`src/tpb_pkg.sv`:
```
// package: constants and carrier types for the timer pulse buffer block
package tpb_pkg;
  localparam int TPB_CNT_W = 16;
  localparam int TPB_NCH = 2;
  localparam int TPB_PRE_W = 3;
  // counter clock select codes
  localparam logic [1:0] TPB_CLK_STOP = 2'h0;
  // channel mode select codes
  localparam logic [1:0] TPB_MODE_CAPTURE = 2'h0;
  localparam logic [1:0] TPB_MODE_COMPARE = 2'h1;
  localparam logic [1:0] TPB_MODE_PULSE = 2'h2;
  // reset values
  localparam logic [15:0] TPB_RST_COUNT = 16'h0000;
  localparam logic [15:0] TPB_RST_PERIOD = 16'hFFFF;
  localparam logic [15:0] TPB_RST_CMP = 16'h0000;
  localparam logic [1:0] TPB_RST_EDGE = 2'h0;
  // per-channel software controls
  typedef struct packed {
    logic [1:0] channel_mode_select;
    logic [1:0] edge_level_select;
    logic channel_irq_enable;
    logic dma_enable;
  } tpb_chan_cfg_t;
  // write strobe with data, for the period limit and per-channel compare
  typedef struct packed {
    logic wr;
    logic [15:0] data;
  } tpb_wr_t;
endpackage : tpb_pkg

```
`src/tpb_core.sv`:
```
// timer pulse module core: counter, buffered period and compare, flags, requests
// Function
// - stopped counter: period write acts at once
// - edge mode: period loads at limit-to-zero wrap
// - center mode: period loads at limit-to-limit-minus-one
// - stopped counter: compare write acts at once
// - compare mode: value loads at next counter step, increment or wrap
// - edge pulse: compare loads at wrap
// - center pulse: compare loads at limit downstep
// - dma request equals dma enable and flag
// - dma off: flag cleared by software one
// - dma on: dma done also clears flag
// - reset: counters zero, stopped, interrupts low
// - reset: capture mode, outputs zero, pins released
// - overflow irq is enable and flag
// - channel irq is enable and flag
// - center select chooses up-down counting
// - compare mode: center off, mode one
// - mode two: center or edge pulse
// - up count: overflow flag at limit wrap
`timescale 1ns/100ps
`default_nettype none
module tpb_core
  #(
  parameter int NCH = tpb_pkg::TPB_NCH,
  parameter int PRE_W = tpb_pkg::TPB_PRE_W
) (
  // clock and reset
  input wire logic clk,
  input wire logic sys_rst,
  // counter control
  input wire logic [1:0] counter_clock_select,
  input wire logic center_align_select,
  input wire logic [PRE_W-1:0] prescale,
  input wire logic overflow_irq_enable,
  input wire logic overflow_clear,
  // period limit write
  input wire tpb_pkg::tpb_wr_t period_wr,
  // channels
  input wire tpb_pkg::tpb_chan_cfg_t [NCH-1:0] chan_cfg,
  input wire tpb_pkg::tpb_wr_t [NCH-1:0] cmp_wr,
  input wire logic [NCH-1:0] flag_clear,
  input wire logic [NCH-1:0] dma_done,
  // state and requests
  output logic [15:0] count,
  output logic [15:0] period_limit,
  output logic [NCH-1:0][15:0] channel_compare_value,
  output logic overflow_flag,
  output logic overflow_irq,
  output logic [NCH-1:0] channel_event_flag,
  output logic [NCH-1:0] channel_irq,
  output logic [NCH-1:0] dma_req,
  output logic [NCH-1:0] chan_out,
  output logic [NCH-1:0] chan_oe_n
);
  import tpb_pkg::*;
  initial begin
    if (NCH < 1 || NCH > 8) $error("tpb_core: channel count out of range");
    if (PRE_W < 1 || PRE_W > 7) $error("tpb_core: prescale width out of range");
  end
  logic [127:0] pre_cnt;
  logic [127:0] pre_limit;
  logic down;
  logic [NCH-1:0] match;
  logic [NCH-1:0] next_flag;
  logic [NCH-1:0] next_out;
  // level driven at a match: only a center down-count match drives the active level
  function automatic logic match_level(input logic lo_true, input logic center, input logic dn);
    match_level = (center && dn) ? !lo_true : lo_true;
  endfunction : match_level
  // counter run decode
  wire running = (counter_clock_select != TPB_CLK_STOP);
  assign pre_limit = (128'h1 << prescale) - 128'h1;
  wire tick = running && (pre_cnt == pre_limit);
  wire at_limit = (count == period_limit);
  wire wrap = tick && !center_align_select && at_limit;
  wire turn = tick && center_align_select && at_limit && !down;
  wire ovf_event = wrap || turn;
  wire [15:0] next_count = center_align_select ?
    ((down || at_limit) ? count - 16'h0001 : count + 16'h0001) :
    (at_limit ? TPB_RST_COUNT : count + 16'h0001);
  // prescaler and counter
  always_ff @(posedge clk or posedge sys_rst) begin
    if (sys_rst) begin
      pre_cnt <= '0;
      count <= TPB_RST_COUNT;
      down <= 1'b0;
    end else if (tick) begin
      pre_cnt <= '0;
      count <= next_count;
      if (center_align_select)
        down <= (at_limit || down) && (count != 16'h0001);
      else
        down <= 1'b0;
    end else if (running) begin
      pre_cnt <= pre_cnt + 128'h1;
    end
  end
  // period limit buffer: update at wrap or at top turn
  tpb_buf_reg #(.W(16), .RST(TPB_RST_PERIOD)) u_period (
    .clk(clk),
    .sys_rst(sys_rst),
    .wr(period_wr.wr),
    .wr_data(period_wr.data),
    .direct(!running),
    .update(ovf_event),
    .active(period_limit)
  );
  // overflow flag: set wins over clear
  always_ff @(posedge clk or posedge sys_rst) begin
    if (sys_rst) begin
      overflow_flag <= 1'b0;
      overflow_irq <= 1'b0;
    end else begin
      overflow_flag <= ovf_event | (overflow_flag & ~overflow_clear);
      overflow_irq <= overflow_irq_enable & (ovf_event | (overflow_flag & ~overflow_clear));
    end
  end
  // per-channel compare, flag, output
  genvar g;
  generate
    for (g = 0; g < NCH; g++) begin : g_ch
      wire compare_mode = !center_align_select &&
        chan_cfg[g].channel_mode_select == TPB_MODE_COMPARE;
      wire pulse_mode = chan_cfg[g].channel_mode_select == TPB_MODE_PULSE;
      wire cmp_upd = compare_mode ? tick : (pulse_mode ? ovf_event : 1'b0);
      wire cmp_wr_ok = cmp_wr[g].wr &&
        chan_cfg[g].channel_mode_select != TPB_MODE_CAPTURE;
      tpb_buf_reg #(.W(16), .RST(TPB_RST_CMP)) u_cmp (
        .clk(clk),
        .sys_rst(sys_rst),
        .wr(cmp_wr_ok),
        .wr_data(cmp_wr[g].data),
        .direct(!running),
        .update(cmp_upd),
        .active(channel_compare_value[g])
      );
      assign match[g] = tick && (count == channel_compare_value[g]) &&
        (compare_mode || pulse_mode);
      wire clr = flag_clear[g] || (chan_cfg[g].dma_enable && dma_done[g]);
      assign next_flag[g] = match[g] | (channel_event_flag[g] & ~clr);
      wire lo_true = chan_cfg[g].edge_level_select[0];
      assign next_out[g] = !pulse_mode ? chan_out[g] :
        (!center_align_select && wrap) ? !lo_true :
        (match[g] ? match_level(lo_true, center_align_select, down) : chan_out[g]);
      always_ff @(posedge clk or posedge sys_rst) begin
        if (sys_rst) begin
          channel_event_flag[g] <= 1'b0;
          channel_irq[g] <= 1'b0;
          dma_req[g] <= 1'b0;
          chan_out[g] <= 1'b0;
          chan_oe_n[g] <= 1'b1;
        end else begin
          channel_event_flag[g] <= next_flag[g];
          channel_irq[g] <= chan_cfg[g].channel_irq_enable & next_flag[g];
          dma_req[g] <= chan_cfg[g].dma_enable & next_flag[g];
          chan_out[g] <= next_out[g];
          chan_oe_n[g] <= !(pulse_mode && chan_cfg[g].edge_level_select != TPB_RST_EDGE);
        end
      end
    end
  endgenerate
  // checks
  ovf_irq_a: assert property (@(posedge clk) disable iff (sys_rst)
    overflow_irq == ($past(overflow_irq_enable) && overflow_flag))
    else $error("overflow irq mismatch");
  dma_req_a: assert property (@(posedge clk) disable iff (sys_rst)
    dma_req[0] |-> channel_event_flag[0])
    else $error("dma request without flag");
  ch_irq_a: assert property (@(posedge clk) disable iff (sys_rst)
    channel_irq[0] |-> channel_event_flag[0])
    else $error("channel irq without flag");
  wrap_flag_a: assert property (@(posedge clk) disable iff (sys_rst)
    wrap |=> overflow_flag && count == 16'h0000)
    else $error("wrap did not set overflow");
  stop_hold_a: assert property (@(posedge clk) disable iff (sys_rst)
    !running |=> count == $past(count))
    else $error("counter moved while stopped");
  flag_keep_a: assert property (@(posedge clk) disable iff (sys_rst)
    channel_event_flag[0] && !flag_clear[0] && !chan_cfg[0].dma_enable
    |=> channel_event_flag[0])
    else $error("flag lost without clear");
  direct_wr_a: assert property (@(posedge clk) disable iff (sys_rst)
    !running && period_wr.wr |=> period_limit == $past(period_wr.data))
    else $error("stopped period write not direct");
  dma_clr_a: assert property (@(posedge clk) disable iff (sys_rst)
    chan_cfg[0].dma_enable && dma_done[0] && !match[0] |=> !channel_event_flag[0])
    else $error("dma done did not clear flag");
  // exact request levels, holds between update points, counting direction
  dma_exact_a: assert property (@(posedge clk) disable iff (sys_rst)
    dma_req[0] == ($past(chan_cfg[0].dma_enable) && channel_event_flag[0]))
    else $error("dma request level mismatch");
  irq_exact_a: assert property (@(posedge clk) disable iff (sys_rst)
    channel_irq[0] == ($past(chan_cfg[0].channel_irq_enable) && channel_event_flag[0]))
    else $error("channel irq level mismatch");
  period_hold_a: assert property (@(posedge clk) disable iff (sys_rst)
    running && !ovf_event |=> period_limit == $past(period_limit))
    else $error("period changed off its update point");
  cmp_hold_a: assert property (@(posedge clk) disable iff (sys_rst)
    running && !tick |=> channel_compare_value[0] == $past(channel_compare_value[0]))
    else $error("compare changed between counter steps");
  cmp_direct_a: assert property (@(posedge clk) disable iff (sys_rst)
    !running && cmp_wr[0].wr && chan_cfg[0].channel_mode_select != TPB_MODE_CAPTURE
    |=> channel_compare_value[0] == $past(cmp_wr[0].data))
    else $error("stopped compare write not direct");
  sw_clear_a: assert property (@(posedge clk) disable iff (sys_rst)
    flag_clear[0] && !match[0] |=> !channel_event_flag[0])
    else $error("software clear did not clear flag");
  up_step_a: assert property (@(posedge clk) disable iff (sys_rst)
    tick && !center_align_select && !at_limit |=> count == $past(count) + 16'h0001)
    else $error("up count step wrong");
  turn_dir_a: assert property (@(posedge clk) disable iff (sys_rst)
    turn |=> overflow_flag && down && count == $past(count) - 16'h0001)
    else $error("top turn did not step down");
  pins_idle_a: assert property (@(posedge clk) disable iff (sys_rst)
    chan_cfg[0].edge_level_select == TPB_RST_EDGE |=> chan_oe_n[0])
    else $error("pin driven with edge level select zero");
  wrap_c: cover property (@(posedge clk) wrap);
  turn_c: cover property (@(posedge clk) turn);
  dma_c: cover property (@(posedge clk) dma_req[0] ##1 dma_done[0]);
  down_c: cover property (@(posedge clk) turn ##1 down);
  out_rise_c: cover property (@(posedge clk) $rose(chan_out[1]));
endmodule : tpb_core
`default_nettype wire

```
`src/tpb_buf_reg.sv`:
```
// buffered register: pending value loads into the active value at an update point
`timescale 1ns/100ps
`default_nettype none
module tpb_buf_reg #(
  parameter int W = 16,
  parameter logic [W-1:0] RST = '0
) (
  // clock and reset
  input wire logic clk,
  input wire logic sys_rst,
  // write side
  input wire logic wr,
  input wire logic [W-1:0] wr_data,
  input wire logic direct,
  input wire logic update,
  // active value
  output logic [W-1:0] active
);
  logic [W-1:0] pending;
  logic pend_valid;
  initial begin
    if (W < 1) $error("tpb_buf_reg: width must be positive");
  end
  // a later write replaces the pending value
  always_ff @(posedge clk or posedge sys_rst) begin
    if (sys_rst) begin
      pending <= RST;
      pend_valid <= 1'b0;
    end else if (wr && !direct) begin
      pending <= wr_data;
      pend_valid <= 1'b1;
    end else if (update || direct) begin
      pend_valid <= 1'b0;
    end
  end
  // active value: direct on stopped counter, else at update point
  always_ff @(posedge clk or posedge sys_rst) begin
    if (sys_rst) begin
      active <= RST;
    end else if (wr && direct) begin
      active <= wr_data;
    end else if (update && pend_valid) begin
      active <= pending;
    end
  end
endmodule : tpb_buf_reg
`default_nettype wire

```
`config.mk`:
```
export PLATFORM = sky130hd
export DESIGN_NAME = tpb_core
export DESIGN_NICKNAME = d
export VERILOG_FILES = /design/src/tpb_pkg.sv /design/src/tpb_core.sv /design/src/tpb_buf_reg.sv
export SDC_FILE = /design/constraint.sdc
export NUM_CORES = 1
export LEC_CHECK = 0
export BUFFER_PORTS_ARGS = -buffer_cell sky130_fd_sc_hd__buf_4
export CORE_UTILIZATION = 59
export CTS_CLUSTER_DIAMETER = 60
export DETAILED_ROUTE_END_ITERATION = 8
export GPL_TIMING_DRIVEN = 0
export PLACE_DENSITY = 0.81
export SYNTH_ARGS = -nofsm -noshare
export SYNTH_HDL_FRONTEND = slang
export SYNTH_SLANG_ARGS = --single-unit
```
`constraint.sdc`:
```
create_clock -name clk -period 9.7 [get_ports clk]
set_input_delay 0 -clock clk [delete_from_list [all_inputs] [get_ports clk]]
set_output_delay 0 -clock clk [all_outputs]
set_load 0.1 [all_outputs]
```
==> flow_summary.toml <==
[pwr]
clkPwrFrac_pct = 36.7
power_density_mw_per_mm2 = 182.9
p_leak_nw = 6.943
switching_share_pct = 32.26
netSwitchingPower_uw = 957.7
ir_worst_vdd_v = 0.0001926
seqPwrFrac_pct = 42.3
internal_power_mw = 2.011
combPwrFrac_pct = 21.0

[clock_tree]
insertion_delay_ps = 540
htree_levels = 1
cts-buffers-inserted = 28
post_cts_buffers = 0
clockBufferDepth = 3
cts_tree = "done"
cts.reportedPaths.clkPinSlew_ps = 60
cts_resized = 0
clock_sinks = 256
cts_root_buf = "clkbuf_16"

[critical_path]
cp_max_fo = 10
critPathCaptureType = "flop"
cp.arrival_ps = 4220
critical_path_class = "reg -> reg"
critPathLaunchType = "flop"
required_ps = 10070

[logic_synthesis]
synth_seq_cells = 256
synth_area_leaders = "dfrtp_1, xnor2_1, dfstp_2"
async_reset_ff_share_pct = 100.0
syn_nets = 1331
ys.flop_type = "dfrtp_1"
avgSynthCellArea_sq_um = 10.39
synth_top_area_share_pct = 42.81
synth_area_sq_mm = 0.01298
synth_cell_types = 62
yosys_warnings = 0
synth_seq_area_share_pct = 49.69
yosys.area.top_type = "dfrtp_1"
netlist_instances = 1249
synth_edf_count = 0

[routing]
route.detailed.drc = 0
first_iter_violations = 996
drt_pass1_iterations = 6
via_per_inst = 6.126
vias = 11064
drt_wl_total_mm = 37.58
drtAntennaViolNets = 0
wl_per_cell_um = 20.81

[finish]
multiInputGateArea_sq_mm = 0.006237
final_cell_area_sq_mm = 0.01623
layout-drive-gt1-share_pct = 20.57
finalNetCount = 1593
final_common_cell = "dfrtp_1"
fin_util_pct = 76.26
synthToLayoutAreaGrowth_pct = 25.09
antenna_cells = 0
mostFrequentLayoutCells = "dfrtp_1, buf_4, xnor2_1, nor2_1, dlygate4sd3_1"
fillCellCount = 1380
seqCellArea_sq_mm = 0.006449

[grt]
use_met2_pct = 52.67
grt.busiest_layer = "met2"
grt_usage_pct = 33.73
grt_pass1_vias = 10991
grt_util_met1_pct = 46.65
grt_pass1_wl_mm = 58.62
gr-total-overflow = 0
antenna_found_initial = 0
grt_max_degree = 134
met3_usage_pct = 6.697

[outcome]
status = "completed"

[die]
die_y_um = 150.3
rows = 53
start_util_pct = 60.97
core_sq_mm = 0.02129
die_x_um = 150.3
ios = 153
dieArea_sq_mm = 0.02259

[sta]
slew_headroom_pct = 27.01
worst-slew-pin-transition_ps = 1085
finClkSkew_ps = 11.96
finalMaxSlewViolations = 0
fin_setup_tns_ps = 0
setup_viol_count_final = 0
finalCritPeriodShare_pct = 39.63
fin_crit_ps = 3844
rsz0062_at_grt = "false"
hold_violations = 0
max_freq_ghz = 0.2601

[run]
maxCapViolations = 0

[placed_design]
dp_hpwl_mm = 24.21
placed_cell_area_sq_mm = 0.01448
numPortBuffers = 150
place_congestion = 0.9515

[min_path]
hold_path.class = "in -> reg"
## kinds of logic (layout without fill, tap and decap cells)
family	after synthesis	after routing	share of synthesized area (%)
AND/OR/NAND/NOR	490	490	20.56
flip-flops	256	256	49.69
XOR/XNOR	185	185	12.49
AO/OA/AOI/OAI	144	144	6.672
multiplexers	96	96	7.867
buffers and inverters	73	355	2.246
adder cells (fa/ha/maj)	5	5	0.4821
## per-layer routing
layer,vias up,share of wire [%],routed length (um)
li1,4973,-,-
met4,0,3.6,1363
met2,548,47,17500
met5,-,0,0
met3,109,8.7,3278
met1,5434,41,15450
## synth_stat cells, types with 40 or more instances
library cell and n:
clkbuf_1 40, nor2_1 119, nand3_1 62, xor2_1 56, nand2_1 78, a21oi_1 62
mux2i_1 48, dfrtp_1 222, mux2_2 48, nand4_1 53, nor4_1 44, xnor2_1 129
## power by group through the flow
stage               clock, mW  sequential, mW  combinational [mW]
floorplan                   0            1.52               0.173
global placement            0            1.26               0.572
detailed placement          0            1.27               0.585
CTS                      1.10            1.25               0.615
global route             1.14            1.26               0.651
finish                   1.09            1.26               0.625
## critical path, stage by stage (launching register included)
cell,delay [ps]
dfrtp_1,340
clkbuf_1,510
xnor2_1,190
nand4_1,160
nor4_2,880
a31oi_1,210
nor4b_1,330
buf_2,320
buf_4,280
mux2i_1,310
a21oi_1,150
## worst paths after layout
kind / from / to / slack, ps / cells after the start
max: count[11]$_DFFE_PP0N_ / g_ch[1].u_cmp.active[3]$_DFFE_PP0P_ / 5860 / 10
min: counter_clock_select[1] / pre_cnt[3]$_DFFE_PP0P_ / 30 / 4
max reg2reg: count[11]$_DFFE_PP0N_ / g_ch[1].u_cmp.active[3]$_DFFE_PP0P_ / 5860 / 10
min reg2reg: pre_cnt[14]$_DFFE_PP0P_ / pre_cnt[14]$_DFFE_PP0P_ / 480 / 1
max in group asynchronous: sys_rst / g_ch[0].u_cmp.active[11]$_DFFE_PP0P_ / 8350 / 4
min in group asynchronous: sys_rst / overflow_irq$_DFF_PP0_ / 240 / 3
## sequential cells by signal, summed over array words and instances (netlist names)
name,flops
channel_event_flag,2
dma_req,2
u_period.pend_valid,1
g_ch.u_cmp.pending,32
u_period.pending,16
g_ch.u_cmp.active,32
u_period.active,16
count,16
overflow_flag,1
down,1
channel_irq,2
overflow_irq,1
g_ch.u_cmp.pend_valid,2
chan_oe_n,2
pre_cnt,128
chan_out,2
## what timing repair did
| action | in CTS | in global routing |
|---|---|---|
| hold buffers | 81 | 0 |
| endpoints found under the setup margin | 0 | 0 |
| endpoints found under the hold margin | 214 | 0 |
## per-stage QoR
stage / worst slack, ps / power, mW / cells / hold slack [ps]
finish: 5856 / 2.969 / 1806 / 30.13
global placement: 47.22 / 1.835 / 1674 / 167.4
global route: 5717 / 3.052 / 1806 / 78.09
detailed placement: 6115 / 1.851 / 1675 / 166.9
floorplan: 2715 / 1.697 / 1249 / 63.05
CTS: 6067 / 2.960 / 1806 / 18.22
## cell type report
class	instances	area share [%]
multi-input cells	920	38.42
clock inverters	11	0.8401
plain buffers	51	1.287
flip-flops and latches	256	39.73
clock buffers	39	4.948
repair buffers	232	12.10
well taps	275	2.120
inverters	22	0.5550
Power figures use the tool's default switching activity.
